`config.mk`:
```
export PLATFORM = sky130hd
export DESIGN_NAME = mtd_core
export DESIGN_NICKNAME = d
export VERILOG_FILES = /design/src/rtl/mtd_pkg.sv /design/src/rtl/mtd_core.sv
export SDC_FILE = /design/constraint.sdc
export NUM_CORES = 1
export LEC_CHECK = 0
export ABC_AREA = 1
export BUFFER_PORTS_ARGS = -buffer_cell sky130_fd_sc_hd__buf_2
export CORE_AREA = 8 8 118 120
export CTS_CLUSTER_SIZE = 20
export DETAILED_ROUTE_END_ITERATION = 8
export DIE_AREA = 0 0 126 128
export PLACE_DENSITY_LB_ADDON = 0.3
export SLEW_MARGIN = 20
export SYNTH_ARGS = -nofsm -noshare
export SYNTH_HDL_FRONTEND = slang
export SYNTH_SLANG_ARGS = --single-unit
```
`constraint.sdc`:
```
create_clock -name clk -period 2.25 [get_ports clk]
set_input_delay 0.675 -clock clk [delete_from_list [all_inputs] [get_ports clk]]
set_output_delay 0.675 -clock clk [all_outputs]
set_load 0.02 [all_outputs]
```
`src/rtl/mtd_pkg.sv`:
```
// Shared constants and types for the tape byte transfer and interrupt core.
package mtd_pkg;
    // Register indexes on the plain register port.
    localparam logic [2:0] MTD_REG_STATUS = 3'h0;
    localparam logic [2:0] MTD_REG_COMMAND = 3'h1;
    localparam logic [2:0] MTD_REG_COUNTER = 3'h2;
    localparam logic [2:0] MTD_REG_ADDRESS = 3'h3;
    localparam logic [2:0] MTD_REG_BUFFER = 3'h4;
    localparam logic [2:0] MTD_REG_READ_LINES = 3'h5;

    // Command register field positions.
    localparam int MTD_CMD_GO = 0;
    localparam int MTD_CMD_FUNC_LO = 1;
    localparam int MTD_CMD_NINE = 4;
    localparam int MTD_CMD_DENS_LO = 5;
    localparam int MTD_CMD_READY = 7;
    localparam int MTD_CMD_IE = 8;
    localparam int MTD_CMD_PAR_EVEN = 9;
    localparam int MTD_CMD_UNIT_LO = 10;
    localparam int MTD_CMD_XADDR_LO = 13;
    localparam int MTD_CMD_ERR = 15;

    // Character selector bit of the tape read lines register.
    localparam int MTD_RDL_SEL = 14;

    // Tape functions.
    localparam logic [2:0] MTD_FN_OFFLINE = 3'h0;
    localparam logic [2:0] MTD_FN_READ = 3'h1;
    localparam logic [2:0] MTD_FN_WRITE = 3'h2;
    localparam logic [2:0] MTD_FN_WEOF = 3'h3;
    localparam logic [2:0] MTD_FN_SPACE_FWD = 3'h4;
    localparam logic [2:0] MTD_FN_SPACE_REV = 3'h5;
    localparam logic [2:0] MTD_FN_WRITE_XGAP = 3'h6;
    localparam logic [2:0] MTD_FN_REWIND = 3'h7;

    // Density codes: 200, 556 and 800 bpi.
    localparam logic [1:0] MTD_DENS_200 = 2'h0;
    localparam logic [1:0] MTD_DENS_556 = 2'h1;
    localparam logic [1:0] MTD_DENS_800 = 2'h2;

    // End-of-file mark characters (octal 17 and octal 23).
    localparam logic [7:0] MTD_MARK_7CH = 8'h0F;
    localparam logic [7:0] MTD_MARK_9CH = 8'h13;

    // Reset values.
    localparam logic [15:0] MTD_RST_WORD = 16'h0000;
    localparam logic MTD_RST_READY = 1'b1;

    typedef enum logic [1:0] {
        MTD_IDLE = 2'b00,
        MTD_ACTIVE = 2'b01,
        MTD_DMA_WAIT = 2'b11,
        MTD_DMA_RUN = 2'b10
    } mtd_state_e;

    typedef struct packed {
        mtd_state_e st;
        logic [2:0] func;
        logic nine;
        logic [1:0] dens;
        logic ie;
        logic par_even;
        logic [2:0] unit;
        logic [1:0] xaddr;
        logic ready;
        logic err;
        logic [15:0] brc;
        logic [15:0] cma;
        logic [8:0] dbuf;
        logic rd_sel;
        logic cnt_done;
        logic bus_fail;
        logic dma_req;
        logic dma_write;
        logic irq;
        logic rew_pend;
        logic prev_rew;
        logic [15:0] rdata;
        logic tape_go;
        logic tape_stop;
        logic gap3;
        logic [7:0] wr_data;
        logic wr_valid;
    } mtd_regs_s;
endpackage

```
`src/rtl/mtd_core.sv`:
```
// Tape controller byte transfer, character assembly and interrupt core.
//
// Chosen here: the register offsets and the address-and-strobe port.
`timescale 1ns/1ns

module mtd_core
    import mtd_pkg::*;
#(
    parameter int UNITS = 8
) (
    // Clock and reset.
    input wire logic clk,
    input wire logic srst,
    // Register port.
    input wire logic [2:0] reg_addr,
    input wire logic [15:0] reg_wdata,
    input wire logic reg_wr,
    input wire logic reg_rd,
    output logic [15:0] reg_rdata,
    // Memory transfer master.
    output logic dma_req,
    input wire logic dma_grant,
    input wire logic dma_done,
    input wire logic dma_fail,
    output logic dma_write,
    output logic [17:0] dma_addr,
    output logic [15:0] dma_wdata,
    input wire logic [15:0] dma_rdata,
    // Processor interrupt request.
    output logic irq,
    input wire logic irq_ack,
    // Transport strobes and read data.
    input wire logic read_strobe_pulse,
    input wire logic write_strobe_pulse,
    input wire logic [8:0] tape_char,
    input wire logic check_strobe,
    input wire logic check_is_lrc,
    input wire logic record_pulse,
    input wire logic tape_done,
    input wire logic tape_error,
    // Per-unit transport status.
    input wire logic [UNITS-1:0] unit_online,
    input wire logic [UNITS-1:0] unit_rewinding,
    input wire logic [UNITS-1:0] unit_bot,
    // Transport control.
    output logic tape_go,
    output logic tape_stop,
    output logic [2:0] tape_func,
    output logic [2:0] tape_unit,
    output logic tape_nine,
    output logic [1:0] tape_density,
    output logic tape_parity_even,
    output logic tape_gap3,
    output logic [7:0] tape_wr_data,
    output logic tape_wr_valid
);
    // The unit field is three bits, so at most eight units can be named.
    if (UNITS < 1 || UNITS > 8) begin : g_units_check
        $error("UNITS must lie between 1 and 8.");
    end

    mtd_regs_s r;
    mtd_regs_s next_r;

    // Pick one bit of a per-unit bus for the selected unit.
    function automatic logic pick(input logic [UNITS-1:0] v,
                                  input logic [2:0] u);
        pick = (32'(u) < UNITS) ? v[u] : 1'b0;
    endfunction

    function automatic logic is_write(input logic [2:0] f);
        is_write = (f == MTD_FN_WRITE) || (f == MTD_FN_WRITE_XGAP);
    endfunction

    logic sel_online;
    logic sel_rew;
    logic sel_bot;
    logic [15:0] cmd_word;
    logic [15:0] status_word;
    logic [15:0] brc_inc;
    logic [2:0] w_func;
    logic [2:0] w_unit;
    logic [1:0] w_dens;
    logic w_nine;
    logic xfer_ok;
    logic irq_set;

    always_comb begin
        sel_online = pick(unit_online, r.unit);
        sel_rew = pick(unit_rewinding, r.unit);
        sel_bot = pick(unit_bot, r.unit);
        // Go is write-only and reads back as zero.
        cmd_word = MTD_RST_WORD;
        cmd_word[MTD_CMD_FUNC_LO +: 3] = r.func;
        cmd_word[MTD_CMD_NINE] = r.nine;
        cmd_word[MTD_CMD_DENS_LO +: 2] = r.dens;
        cmd_word[MTD_CMD_READY] = r.ready;
        cmd_word[MTD_CMD_IE] = r.ie;
        cmd_word[MTD_CMD_PAR_EVEN] = r.par_even;
        cmd_word[MTD_CMD_UNIT_LO +: 3] = r.unit;
        cmd_word[MTD_CMD_XADDR_LO +: 2] = r.xaddr;
        cmd_word[MTD_CMD_ERR] = r.err;
        status_word = {10'h000, r.dma_req, r.cnt_done, r.bus_fail,
                       sel_bot, sel_rew, sel_online};
        brc_inc = r.brc + 16'h0001;
        w_func = reg_wdata[MTD_CMD_FUNC_LO +: 3];
        w_unit = reg_wdata[MTD_CMD_UNIT_LO +: 3];
        w_nine = reg_wdata[MTD_CMD_NINE];
        // Nine-channel tape is only ever written at 800 bpi.
        w_dens = w_nine ? MTD_DENS_800 :
                 reg_wdata[MTD_CMD_DENS_LO +: 2];
        // One character at a time, and none after terminal count.
        xfer_ok = (r.st == MTD_ACTIVE) && !r.cnt_done;
    end

    always_comb begin
        next_r = r;
        irq_set = 1'b0;
        next_r.tape_go = 1'b0;
        next_r.tape_stop = 1'b0;
        next_r.wr_valid = 1'b0;
        // Reset leaves this low like an idle unit, so no false edge follows.
        next_r.prev_rew = sel_rew;

        // Register reads answer one cycle later.
        if (reg_rd) begin
            case (reg_addr)
                MTD_REG_STATUS: next_r.rdata = status_word;
                MTD_REG_COMMAND: next_r.rdata = cmd_word;
                MTD_REG_COUNTER: next_r.rdata = r.brc;
                MTD_REG_ADDRESS: next_r.rdata = r.cma;
                MTD_REG_BUFFER: next_r.rdata = {7'h00, r.dbuf};
                MTD_REG_READ_LINES: next_r.rdata = {1'b0, r.rd_sel, 14'h0000};
                default: next_r.rdata = MTD_RST_WORD;
            endcase
        end

        // Rewind completion of the selected unit, before a new command.
        if (r.prev_rew && !sel_rew && r.rew_pend) begin
            next_r.rew_pend = 1'b0;
            irq_set = 1'b1;
        end

        // Transport status changes.
        if (tape_error && !r.err) begin
            next_r.err = 1'b1;
            irq_set = 1'b1;
        end
        if (r.st == MTD_ACTIVE && tape_done) begin
            next_r.st = MTD_IDLE;
            next_r.ready = 1'b1;
            irq_set = 1'b1;
        end

        // Read: latch a character and ask to store it.
        if (xfer_ok && read_strobe_pulse && r.func == MTD_FN_READ) begin
            if (r.nine) begin
                next_r.dbuf = tape_char;
            end else begin
                next_r.dbuf = {tape_char[8], 2'b00, tape_char[5:0]};
            end
            next_r.dma_write = 1'b1;
            next_r.dma_req = 1'b1;
            next_r.st = MTD_DMA_WAIT;
        end
        // Write: ask memory for the next byte.
        if (xfer_ok && write_strobe_pulse && is_write(r.func)) begin
            next_r.dma_write = 1'b0;
            next_r.dma_req = 1'b1;
            next_r.st = MTD_DMA_WAIT;
        end
        // End-of-record check character, read functions only.
        if (r.st == MTD_ACTIVE && check_strobe && r.func == MTD_FN_READ) begin
            if (r.nine && (check_is_lrc == r.rd_sel)) begin
                next_r.dbuf = tape_char;
            end else if (!r.nine && check_is_lrc && r.rd_sel) begin
                // With the selector clear the last data byte stays.
                next_r.dbuf = {tape_char[8], 2'b00, tape_char[5:0]};
            end
        end
        // Spacing counts records passed on the same counter.
        if (xfer_ok && record_pulse && (r.func == MTD_FN_SPACE_FWD ||
                                        r.func == MTD_FN_SPACE_REV)) begin
            next_r.brc = brc_inc;
            if (brc_inc == 16'h0000) begin
                next_r.cnt_done = 1'b1;
                next_r.tape_stop = 1'b1;
            end
        end

        if (r.st == MTD_DMA_WAIT && dma_grant) begin
            next_r.dma_req = 1'b0;
            next_r.st = MTD_DMA_RUN;
        end
        if (r.st == MTD_DMA_RUN && dma_fail) begin
            // Address is left pointing at the failed location.
            next_r.bus_fail = 1'b1;
            next_r.st = MTD_ACTIVE;
            next_r.tape_stop = 1'b1;
            if (!r.err) begin
                next_r.err = 1'b1;
                irq_set = 1'b1;
            end
        end else if (r.st == MTD_DMA_RUN && dma_done) begin
            if (!r.dma_write) begin
                // Pick the addressed half of the word read.
                next_r.dbuf[7:0] = r.cma[0] ? dma_rdata[15:8] :
                                   dma_rdata[7:0];
                next_r.wr_data = next_r.dbuf[7:0];
                next_r.wr_valid = 1'b1;
            end
            {next_r.xaddr, next_r.cma} = {r.xaddr, r.cma} + 18'h00001;
            next_r.brc = brc_inc;
            next_r.st = MTD_ACTIVE;
            if (brc_inc == 16'h0000) begin
                next_r.cnt_done = 1'b1;
            end
        end

        // Software register writes.
        if (reg_wr) begin
            case (reg_addr)
                MTD_REG_COMMAND: begin
                    if (!r.ready) begin
                        // Busy: the command is refused and flagged.
                        if (!r.err) begin
                            irq_set = 1'b1;
                        end
                        next_r.err = 1'b1;
                    end else begin
                        if (w_unit != r.unit) begin
                            next_r.rew_pend = 1'b0;
                        end
                        next_r.func = w_func;
                        next_r.nine = w_nine;
                        next_r.dens = w_dens;
                        next_r.ie = reg_wdata[MTD_CMD_IE];
                        next_r.par_even = reg_wdata[MTD_CMD_PAR_EVEN];
                        next_r.unit = w_unit;
                        next_r.xaddr = reg_wdata[MTD_CMD_XADDR_LO +: 2];
                        if (!reg_wdata[MTD_CMD_GO]) begin
                            irq_set = 1'b1;
                        end else begin
                            next_r.rew_pend = 1'b0;
                            // An error raised in this same cycle survives.
                            next_r.err = tape_error;
                            next_r.bus_fail = 1'b0;
                            next_r.cnt_done = 1'b0;
                            next_r.tape_go = 1'b1;
                            next_r.gap3 = 1'b0;
                            if (w_func == MTD_FN_REWIND) begin
                                // Ready stays set; one interrupt now and
                                // one more at the load point if not there.
                                irq_set = 1'b1;
                                next_r.rew_pend = !pick(unit_bot, w_unit);
                            end else begin
                                next_r.ready = 1'b0;
                                next_r.st = MTD_ACTIVE;
                            end
                            if (w_func == MTD_FN_WRITE_XGAP) begin
                                next_r.gap3 = 1'b1;
                            end
                            if (w_func == MTD_FN_WEOF) begin
                                // The functions are exclusive, so the end
                                // of file always gets its long gap.
                                next_r.gap3 = 1'b1;
                                next_r.wr_data = w_nine ? MTD_MARK_9CH :
                                                 MTD_MARK_7CH;
                                next_r.wr_valid = 1'b1;
                            end
                        end
                    end
                end
                MTD_REG_COUNTER: next_r.brc = reg_wdata;
                MTD_REG_ADDRESS: next_r.cma = reg_wdata;
                MTD_REG_BUFFER: next_r.dbuf = reg_wdata[8:0];
                MTD_REG_READ_LINES: next_r.rd_sel = reg_wdata[MTD_RDL_SEL];
                default: next_r.rd_sel = r.rd_sel;
            endcase
        end

        // A request that meets the acknowledge is kept, not lost.
        if (irq_ack) begin
            next_r.irq = 1'b0;
        end
        if (irq_set && next_r.ie) begin
            next_r.irq = 1'b1;
        end
    end

    always_ff @(posedge clk) begin
        if (srst) begin
            r <= '0;
            r.st <= MTD_IDLE;
            r.ready <= MTD_RST_READY;
        end else begin
            r <= next_r;
        end
    end

    assign reg_rdata = r.rdata;
    assign dma_req = r.dma_req;
    assign dma_write = r.dma_write;
    assign dma_addr = {r.xaddr, r.cma};
    // Memory keeps the lane that address bit 0 names, so no steering here.
    assign dma_wdata = {r.dbuf[7:0], r.dbuf[7:0]};
    assign irq = r.irq;
    assign tape_go = r.tape_go;
    assign tape_stop = r.tape_stop;
    assign tape_func = r.func;
    assign tape_unit = r.unit;
    assign tape_nine = r.nine;
    assign tape_density = r.dens;
    assign tape_parity_even = r.par_even;
    assign tape_gap3 = r.gap3;
    assign tape_wr_data = r.wr_data;
    assign tape_wr_valid = r.wr_valid;
endmodule

```
After elaboration in Yosys (flattened, before gate mapping) --
Cells that the tools add are included.
Word-level totals: flip-flop bits (word level) 94, latch bits 0, RAM bits 0, bits in read-only memories 0, input port bits 83, output and inout port bits 75, memories kept 0
Cells by class: add/subtract/negate cells 2, $mul 0, div/mod/pow operators 0, magnitude comparators 2, eq/ne operators 18, shift-type cells 0, mux-type cells 91, bitwise operators 3, reduce and logical (&&, ||, !) cells 37
Operator list (count):
- two-way mux 9 bit | 12
- case mux 16 bit (6 select lines) | 1
- two-way mux 16 bit | 4
- two-way mux 32 bit | 2
- two-way mux 61 bit | 1
- two-way mux 1 bit | 42
- two-way mux 8 bit | 5
- two-way mux 2 bit | 17
- equality test 3 bit (second input constant) | 7
- logical AND 1 bit | 20
- adder 18 x 1 -> 18 bit (second input constant) | 1
- two-way mux 17 bit | 1
- adder 16 x 1 -> 16 bit (second input constant) | 1
- logical NOT 16 bit | 1
- binary-select mux 1 bit (select 3 bit) | 4
- equality test 3 x 2 -> 1 bit (second input constant) | 4
- two-way mux 10 bit | 1
- less-than comparator 3 x 4 -> 1 bit (second input constant) | 2
- equality test 3 x 1 -> 1 bit (second input constant) | 2
- logical NOT 1 bit | 5
- two-way mux 5 bit | 1
- equality test 2 bit (second input constant) | 2
- AND reduction 4 bit | 1
- nonzero test 2 bit | 2
- other kinds (10) | 14

Longest topological paths before layout --
Gate-level depths: netlist of run 1.
word-level depth 17, depth in mapped cells 12, mapped depth without buffers 11

Worst setup path after synthesis of run 1 --
No wires, ideal clock.
path type input -> register, from input dma_done, to register r, in the netlist dma_wdata[1], library setup time 0.130 ns, arrival 1.742 ns, required time 2.120 ns, path slack 0.378 ns, stages on the path 8, path buffers 1, cell sequence nand3_2 nor2_4 inv_1 nor2_2 inv_2 buf_2 o211ai_1 a31oi_1
On the way: cells in the longest elaborated chain, start to end 5
RTL lines:
- from (decl) | RTL line mtd_core.sv:23 | input wire logic dma_done,
- logical AND 1 bit (*) | RTL line mtd_core.sv:204 | end else if (r.st == MTD_DMA_RUN && dma_done) begin
- two-way mux 8 bit (*) | RTL line mtd_core.sv:204
- two-way mux 8 bit (*) | RTL line mtd_core.sv:195 | if (r.st == MTD_DMA_RUN && dma_fail) begin
- two-way mux 9 bit | RTL line mtd_core.sv:222 | case (reg_addr)
- two-way mux 61 bit (*) | RTL line mtd_core.sv:221 | if (reg_wr) begin
- to (signal assigned) | RTL line mtd_core.sv:297 | r <= next_r;
- to (decl) | RTL line mtd_core.sv:62 | mtd_regs_s r;
Mark *: on every way between the ends. The rest lies on a longest branch, timed or not. A chain may end at the register's enable or synchronous reset.

Final worst setup path of run 1 --
from register r[62] (netlist name), to register r, in the netlist tape_stop
On the way: cells in the longest elaborated chain, start to end 5
RTL lines:
- adder 16 x 1 -> 16 bit | RTL line mtd_core.sv:105 | brc_inc = r.brc + 16'h0001;
- logical NOT 16 bit | RTL line mtd_core.sv:185 | if (brc_inc == 16'h0000) begin
- two-way mux 1 bit | RTL line mtd_core.sv:185
- two-way mux 1 bit | RTL line mtd_core.sv:182 | if (xfer_ok && record_pulse && (r.func == MTD_FN_SPACE_FWD ||
- two-way mux 1 bit | RTL line mtd_core.sv:195
Every way passes these cells.

==> results of run 1 <==
-- worst min path at each step --
stage                       startpoint      endpoint  slack [ps]  depth (start not counted)
after floorplan                  r[33]         r[33]         420                          2
after global placement           r[33]         r[33]         440                          2
after detailed placement         r[33]         r[33]         440                          2
after CTS                        r[33]         r[33]         450                          2
after global routing      reg_rdata[9]  reg_rdata[9]         480                          2
final                            r[33]         r[33]         450                          2
-- area by class of cell --
type / count / area (sq um)
multi-input cells: 614 / 2997
flip-flops and latches: 94 / 1882
inverters: 116 / 435.4
well taps: 150 / 187.7
repair buffers: 180 / 983.4
clock inverters: 4 / 22.52
fillers: 1287 / 5455
clock buffers: 12 / 246.5
-- placed cells by master (no fill, tap or decap), types with 11 or more instances in the layout --
cell	netlist	final
inv_1	109	109
buf_2	6	157
nor3_1	11	11
dfxtp_1	94	94
o211ai_1	21	21
o21ai_0	91	91
nand4_1	12	12
nand2_1	203	203
xor2_1	11	11
nand3_1	63	63
buf_4	66	21
a21oi_1	73	73
nor2_1	80	80
-- Yosys cell counts --
library cell  instances  area share
nand3_1              63       0.053
buf_2                 6      0.0051
nor3_1               11      0.0093
clkbuf_1             24       0.015
buf_1                 2      0.0013
nor2_8                1      0.0034
a21oi_1              73       0.062
nor2_1               80       0.051
mux2i_1               2      0.0034
nand2_1             203        0.13
nor3b_1               1      0.0013
nor3_4                1      0.0027
o221ai_1              4      0.0059
o2111ai_1             1      0.0015
clkinv_1              4      0.0025
nand4_1              12       0.013
o211ai_1             21       0.027
o21bai_1              2      0.0025
a211oi_1              2      0.0025
ha_1                  3      0.0063
nor2_2                1      0.0011
buf_4                66       0.083
dfxtp_1              94        0.32
o21ai_0              91       0.077
inv_1               109       0.069
nand3_4               1      0.0030
nand3b_1              2      0.0025
xnor2_1               3      0.0044
a22oi_1               1      0.0013
nand2_4               1      0.0019
nand3_2               1      0.0017
nor2_4                1      0.0019
a31oi_1              10       0.011
inv_2                 3      0.0019
or2_4                 1      0.0015
xor2_1               11       0.016
o22ai_1              10       0.011
-- stage by stage --
| step | setup slack [ps] | util | area (sq um) |
|---|---|---|---|
| 2_1_floorplan | 377.7 | - | 5937 |
| 3_3_place_gp | 148.3 | 0.5312 | 6485 |
| 3_5_place_dp | 121.9 | 0.5312 | 6485 |
| 4_1_cts | 293.9 | 0.5532 | 6754 |
| 5_1_grt | 79.48 | 0.5532 | 6754 |
| 6_report | 269.5 | 0.5532 | 6754 |
-- worst register-to-register path, delay by kind of cell, from the launching register on --
family | cells | cell delay [ps]
AOI/OAI and AO/OA | 1 | 200
adders and majority gates | 1 | 260
DFF | 1 | 450
and+or+nand+nor | 9 | 990
-- sequential cells by signal, summed over array words and instances (netlist names), 2 cells and up --
| name | cells |
|---|---|
| dma_addr | 18 |
| cmd_word | 3 |
| r | 24 |
| dma_wdata | 8 |
| tape_density | 2 |
| reg_rdata | 16 |
| tape_unit | 3 |
| tape_func | 3 |
| tape_wr_data | 8 |
-- power by group --
group	internal [mW]	switching, mW
combinational	0.173	0.314
clock	0.775	0.654
sequential	1.71	0.0505
-- routing by layer --
layer / vias up / wire, microns / global-route usage
met5: - / 0 / 0
met4: 0 / 670 / 0.1139
met3: 49 / 1689 / 0.05574
met2: 304 / 9310 / 0.4202
met1: 2898 / 8342 / 0.2979
li1: 3142 / - / -
-- cells by family after synthesis --
logic type	Yosys count
muxes	2
DFF	94
adders and majority gates	3
and+or+nand+nor	380
xor gates and xnor gates	14
buffers and inverters	214
AOI/OAI and AO/OA	215
==> summary.txt, run 1 <==
Status
  – Outcome: finished, final reports clean

Critical path
  – Launching element of the worst setup path: r[62]
  – Capturing instance or port of the critical path: tape_stop
  – CP Depth: 11
  – Critical Path AT: between 2000 and 2500 ps
  – Crit-path slowest cell: dfxtp_1
  – Library cell appearing most often on the critical path: nand2_1
  – Category of the critical setup timing path: reg -> reg
  – FF-to-FF setup slack: 270 ps
  – Delay contributed by the slowest stage of the critical path: around 450 ps
  – Critical path peak fanout: 7
  – Crit. End Element: flip-flop
  – Startpoint type of the worst setup path: flip-flop
  – Reg2reg end: tape_stop
  – Ordered cell list for the critical path: ha_1 > nand3_1 > nor2_1 > nand2_1 > nand2_1 > nand2_1 > nor2_1 > nand2_1 > nor2_1 > nand3_1 > a21oi_1
  – Required time of the critical path: 2510 ps
  – Top delay family on crit path: simple AND/OR/NAND/NOR gates
  – Cells on worst reg2reg path: 11
  – Launch point of the worst reg-to-reg path: r[62]
  – Critical path buffer and inverter count: 0

Power and ir drop
  – Leakage component of the power: around 3.2 nW
  – Total power after layout: about 3.7 mW
  – Pwr dens: approximately 540 mW/mm^2
  – Worst vdd rail ir drop: 0.2930 mV

Detailed routing
  – DRC marker count from the first detailed-route iteration: ~640
  – Total wirelength of the detailed-routed design: 20010 microns
  – Per-cell via count in the routed design: 5.464
  – Drt wl/cell: between 15 and 20 microns
  – Initial DRT Pass Iterations: 5
  – Antenna Violating Nets Remaining: 0
  – DRC violation count after routing: 0
  – Vias post-DR: around 6400

Die
  – FP Rows: 41
  – Floorplan core area: about 0.012 sq mm
  – Starting Density: 0.4863
  – IO Pins: between 150 and 200
  – Die Width: ~130 microns
  – Die Y: about 130 microns
  – Area enclosed by the die boundary: 0.01613 sq mm

Synth
  – Fraction of the yosys area taken by sequential cells: 0.3170
  – Xor-xnor portion of the synthesized cell area: 0.02065
  – Post-synthesis net count: roughly 1000
  – Mean Syn Cell Area: 6.439 sq um
  – Synth Instances: between 900 and 1000
  – Share of synthesized area spent on multiplexers: 0.003372
  – Post-synthesis instance area: approximately 0.0059 sq mm
  – Unique cell type count in the Yosys netlist: 37
  – Flop and latch count out of synthesis: 94
  – Yosys warns: 0
  – Fraction of the mapped netlist area in simple logic gates: 0.2748
  – Compound-gate portion of the synthesized area: 0.1996
  – Combinational family with the most area after synthesis: simple AND/OR/NAND/NOR gates
  – Fraction of the mapped netlist area in adder cells: 0.006322

Timing
  – Worst setup skew after layout: about 6.0 ps
  – Max-slew violation total from the final report: 0
  – Unrepaired setup endpoints after global routing: no
  – Period utilization: 0.8802
  – Count of final hold-check violations: 0
  – Final hold slack: around 450 ps
  – Max frequency: 504.9 MHz
  – Transition time at the pin with the least slew margin: ~640 ps
  – Headroom to the max-slew limit: 0.5750
  – Number of endpoints failing setup at the final stage: 0
  – Summed negative setup slack over all endpoints: 0 ps
  – Min cycle time layout: approximately 2000 ps

Clock network
  – Worst-skew pair later-pin latency: 350 ps
  – Number of clock sinks: 94
  – Post-cts repair resize count: 0
  – Maximum clock insertion buffer count: 2
  – TritonCTS clock tree: built
  – Cts bufs inserted: 9
  – Total of hold buffers inserted after clock tree synthesis: 0
  – Post-CTS setup buffers: 0
  – Count of H-tree levels built during CTS: 3
  – Register clock-pin slew on the reported worst setup and hold paths: roughly 70 ps
  – Clock root buffer master: clkbuf_16

Global route
  – Combined global-route utilization of all metal layers: 0.2495
  – Global-route wire length before repair: ~32000 microns
  – Leftover overflow at the end of global routing: 0
  – Largest net degree at the start of global routing: between 40 and 50
  – Antenna violations before repair: 0
  – Number of global-route vias before repair: 6160

Placement
  – Placed instance count: about 1200
  – Routability congestion estimate from global placement: roughly 0.93
  – Count of port buffers added during placement: 157
  – Final HPWL from detailed placement: between 15000 and 20000 microns

Layout
  – Layout-stage area growth over the synthesis result: 13.76%
  – Fraction of layout cells with a size suffix above 1: 0.2010
  – NumNets Final: 1101
  – Number of antenna cells inserted: 0
  – Number of cells in the finished layout apart from fillers: 1170

Worst hold path
  – Worst hold path class: reg -> reg

Run
  – Reported max-cap violation count: 0
No activity file was read; power rests on OpenSTA's default activity.
==> run 2, diff against run 1 <==
--- a/config.mk
+++ b/config.mk
@@ -7,10 +7,10 @@
 export LEC_CHECK = 0
 export ABC_AREA = 1
 export BUFFER_PORTS_ARGS = -buffer_cell sky130_fd_sc_hd__buf_2
-export CORE_AREA = 8 8 118 120
+export CORE_AREA = 8 8 150 152
 export CTS_CLUSTER_SIZE = 20
 export DETAILED_ROUTE_END_ITERATION = 8
-export DIE_AREA = 0 0 126 128
+export DIE_AREA = 0 0 158 160
 export PLACE_DENSITY_LB_ADDON = 0.3
 export SLEW_MARGIN = 20
 export SYNTH_ARGS = -nofsm -noshare
==> constraint.sdc (replaced) <==
create_clock -name clk -period 2.25 [get_ports clk]
set_input_delay 0.225 -clock clk [delete_from_list [all_inputs] [get_ports clk]]
set_output_delay 0.225 -clock clk [all_outputs]
set_load 0.02 [all_outputs]
==> summary.txt, run 2 (same netlist as run 1, synthesis figures left out) <==
Layout
  – Number of antenna cells inserted: 0
  – Layout-stage area growth over the synthesis result: 16.10%
  – Finished Core Util: 0.3440
  – Number of cells in the finished layout apart from fillers: about 1300
  – Post-route cell area: 0.006893 sq mm
  – Filler instances: 2298
  – Leading cell type in the layout, fill and taps excluded: nand2_1
  – Highest-count cells in the layout ignoring fill and taps: nand2_1, buf_2, inv_1, dfxtp_1, o21ai_0
  – Fraction of layout cells with a size suffix above 1: 0.2016
  – Max reg flops: 24
  – Register with the highest flop count: r
  – NumNets Final: approximately 1100

Critical path
  – Critical Path AT: around 2200 ps
  – Category of the critical setup timing path: reg -> reg
  – Library cell appearing most often on the critical path: inv_1
  – Critical path peak fanout: 16
  – Crit. End Element: flip-flop
  – Critical path buffer and inverter count: 3
  – Top delay family on crit path: simple AND/OR/NAND/NOR gates
  – Crit-path slowest cell: dfxtp_1
  – Ordered cell list for the critical path: nand3_2 > nor2_4 > inv_1 > nor2_2 > inv_2 > nand3_1 > o211ai_1 > nand2_1 > inv_1
  – Delay contributed by the slowest stage of the critical path: approximately 410 ps
  – Required time of the critical path: ~2500 ps
  – Startpoint type of the worst setup path: flip-flop

Die
  – Area enclosed by the die boundary: roughly 0.025 sq mm
  – Die Y: around 160 microns
  – FP Rows: 52
  – Floorplan core area: roughly 0.020 sq mm
  – IO Pins: between 150 and 200
  – Starting Density: 0.2963
  – Die Width: between 150 and 200 microns

Clock network
  – Count of H-tree levels built during CTS: 3
  – Total of hold buffers inserted after clock tree synthesis: 0
  – Number of clock sinks: 94
  – Post-CTS setup buffers: 0
  – Maximum clock insertion buffer count: 2
  – Register clock-pin slew on the reported worst setup and hold paths: ~70 ps
  – Clock root buffer master: clkbuf_16
  – Worst-skew pair later-pin latency: 360 ps
  – Cts bufs inserted: 9
  – TritonCTS clock tree: built
  – Post-cts repair resize count: 0

Timing
  – Transition time at the pin with the least slew margin: 576.7 ps
  – Final hold slack: around 110 ps
  – Max-slew violation total from the final report: 0
  – Count of final hold-check violations: 0
  – Headroom to the max-slew limit: 0.6115
  – Unrepaired setup endpoints after global routing: no
  – Period utilization: 0.8702
  – Max frequency: between 500 and 600 MHz
  – Summed negative setup slack over all endpoints: 0 ps
  – Number of endpoints failing setup at the final stage: 0
  – Worst Slack Setup Final: between 200 and 300 ps
  – Worst setup skew after layout: roughly 8.1 ps
  – Min cycle time layout: 1958 ps

Power and ir drop
  – Switching Power: roughly 1.1 mW
  – Sequential Power Share: 0.457
  – Total power after layout: 3.839 mW
  – Pwr dens: between 500 and 600 mW/mm^2
  – Leakage component of the power: about 3.2 nW
  – Net switching share of the total power: 0.2840
  – Share of power burned in combinational logic: 0.129
  – Clock network fraction of total power: 0.414
  – Worst vdd rail ir drop: between 0.3 and 0.4 mV
  – Int Pwr: about 2.7 mW

Placement
  – Routability congestion estimate from global placement: approximately 0.95
  – Placement Setup Slack: between 200 and 300 ps
  – Placed instance count: about 1300
  – Count of port buffers added during placement: roughly 160
  – Final HPWL from detailed placement: 17490 microns
  – Post-detailed-placement cell area: about 0.0066 sq mm

Global route
  – Largest net degree at the start of global routing: 49
  – Global-route wire length before repair: about 34000 microns
  – Antenna violations before repair: 0
  – Number of global-route vias before repair: between 6000 and 7000
  – Leftover overflow at the end of global routing: 0
  – Combined global-route utilization of all metal layers: 0.1718

Detailed routing
  – DRC marker count from the first detailed-route iteration: between 400 and 500
  – Total wirelength of the detailed-routed design: approximately 22000 microns
  – DRC violation count after routing: 0
  – Antenna Violating Nets Remaining: 0
  – Vias post-DR: just over 6000
  – Initial DRT Pass Iterations: 5
  – Drt wl/cell: 17.07 microns
  – Per-cell via count in the routed design: between 4 and 5

Run
  – Reported max-cap violation count: 0

Worst hold path
  – Worst hold path class: in -> reg

Status
  – Outcome: finished, final reports clean
run 2: metal layers:
layer | GRT usage | wire (microns)
met1 | 0.2217 | 9977
met2 | 0.2643 | 9507
met3 | 0.06451 | 2057
met4 | 0.04245 | 427
met5 | 0 | 0
run 2: layout make-up:
cell class	instances	area, sq um	area share
well taps	270	337.8	0.04901
inverters	116	435.4	0.06317
repair buffers	177	935.9	0.1358
clock buffers	10	229.0	0.03322
flip-flops and latches	94	1882	0.2730
multi-input cells	614	3002	0.4355
clock inverters	6	71.32	0.01035
run 2: final timing paths:
check | startpoint | end | slack, ps | cells past startpoint
worst max-delay path | r[93] | tape_wr_data[2] | 290 | 9
worst min-delay path | irq_ack | irq | 110 | 3
worst max register to register | r[93] | tape_wr_data[2] | 290 | 9
worst min register to register | reg_rdata[2] | reg_rdata[2] | 460 | 2
run 2: worst min-delay path, stage by stage:
cell      delay (ps)
buf_2             70
nand3b_1          80
nand2_1           40
run 2: power by group through the flow:
stage	Sequential, mW	Clock [mW]	Combinational [mW]
global placement	1.79	0	0.493
CTS	1.75	1.62	0.496
detailed placement	1.79	0	0.494
floorplan	1.78	0	0.309
finish	1.75	1.59	0.494
global route	1.76	1.69	0.547
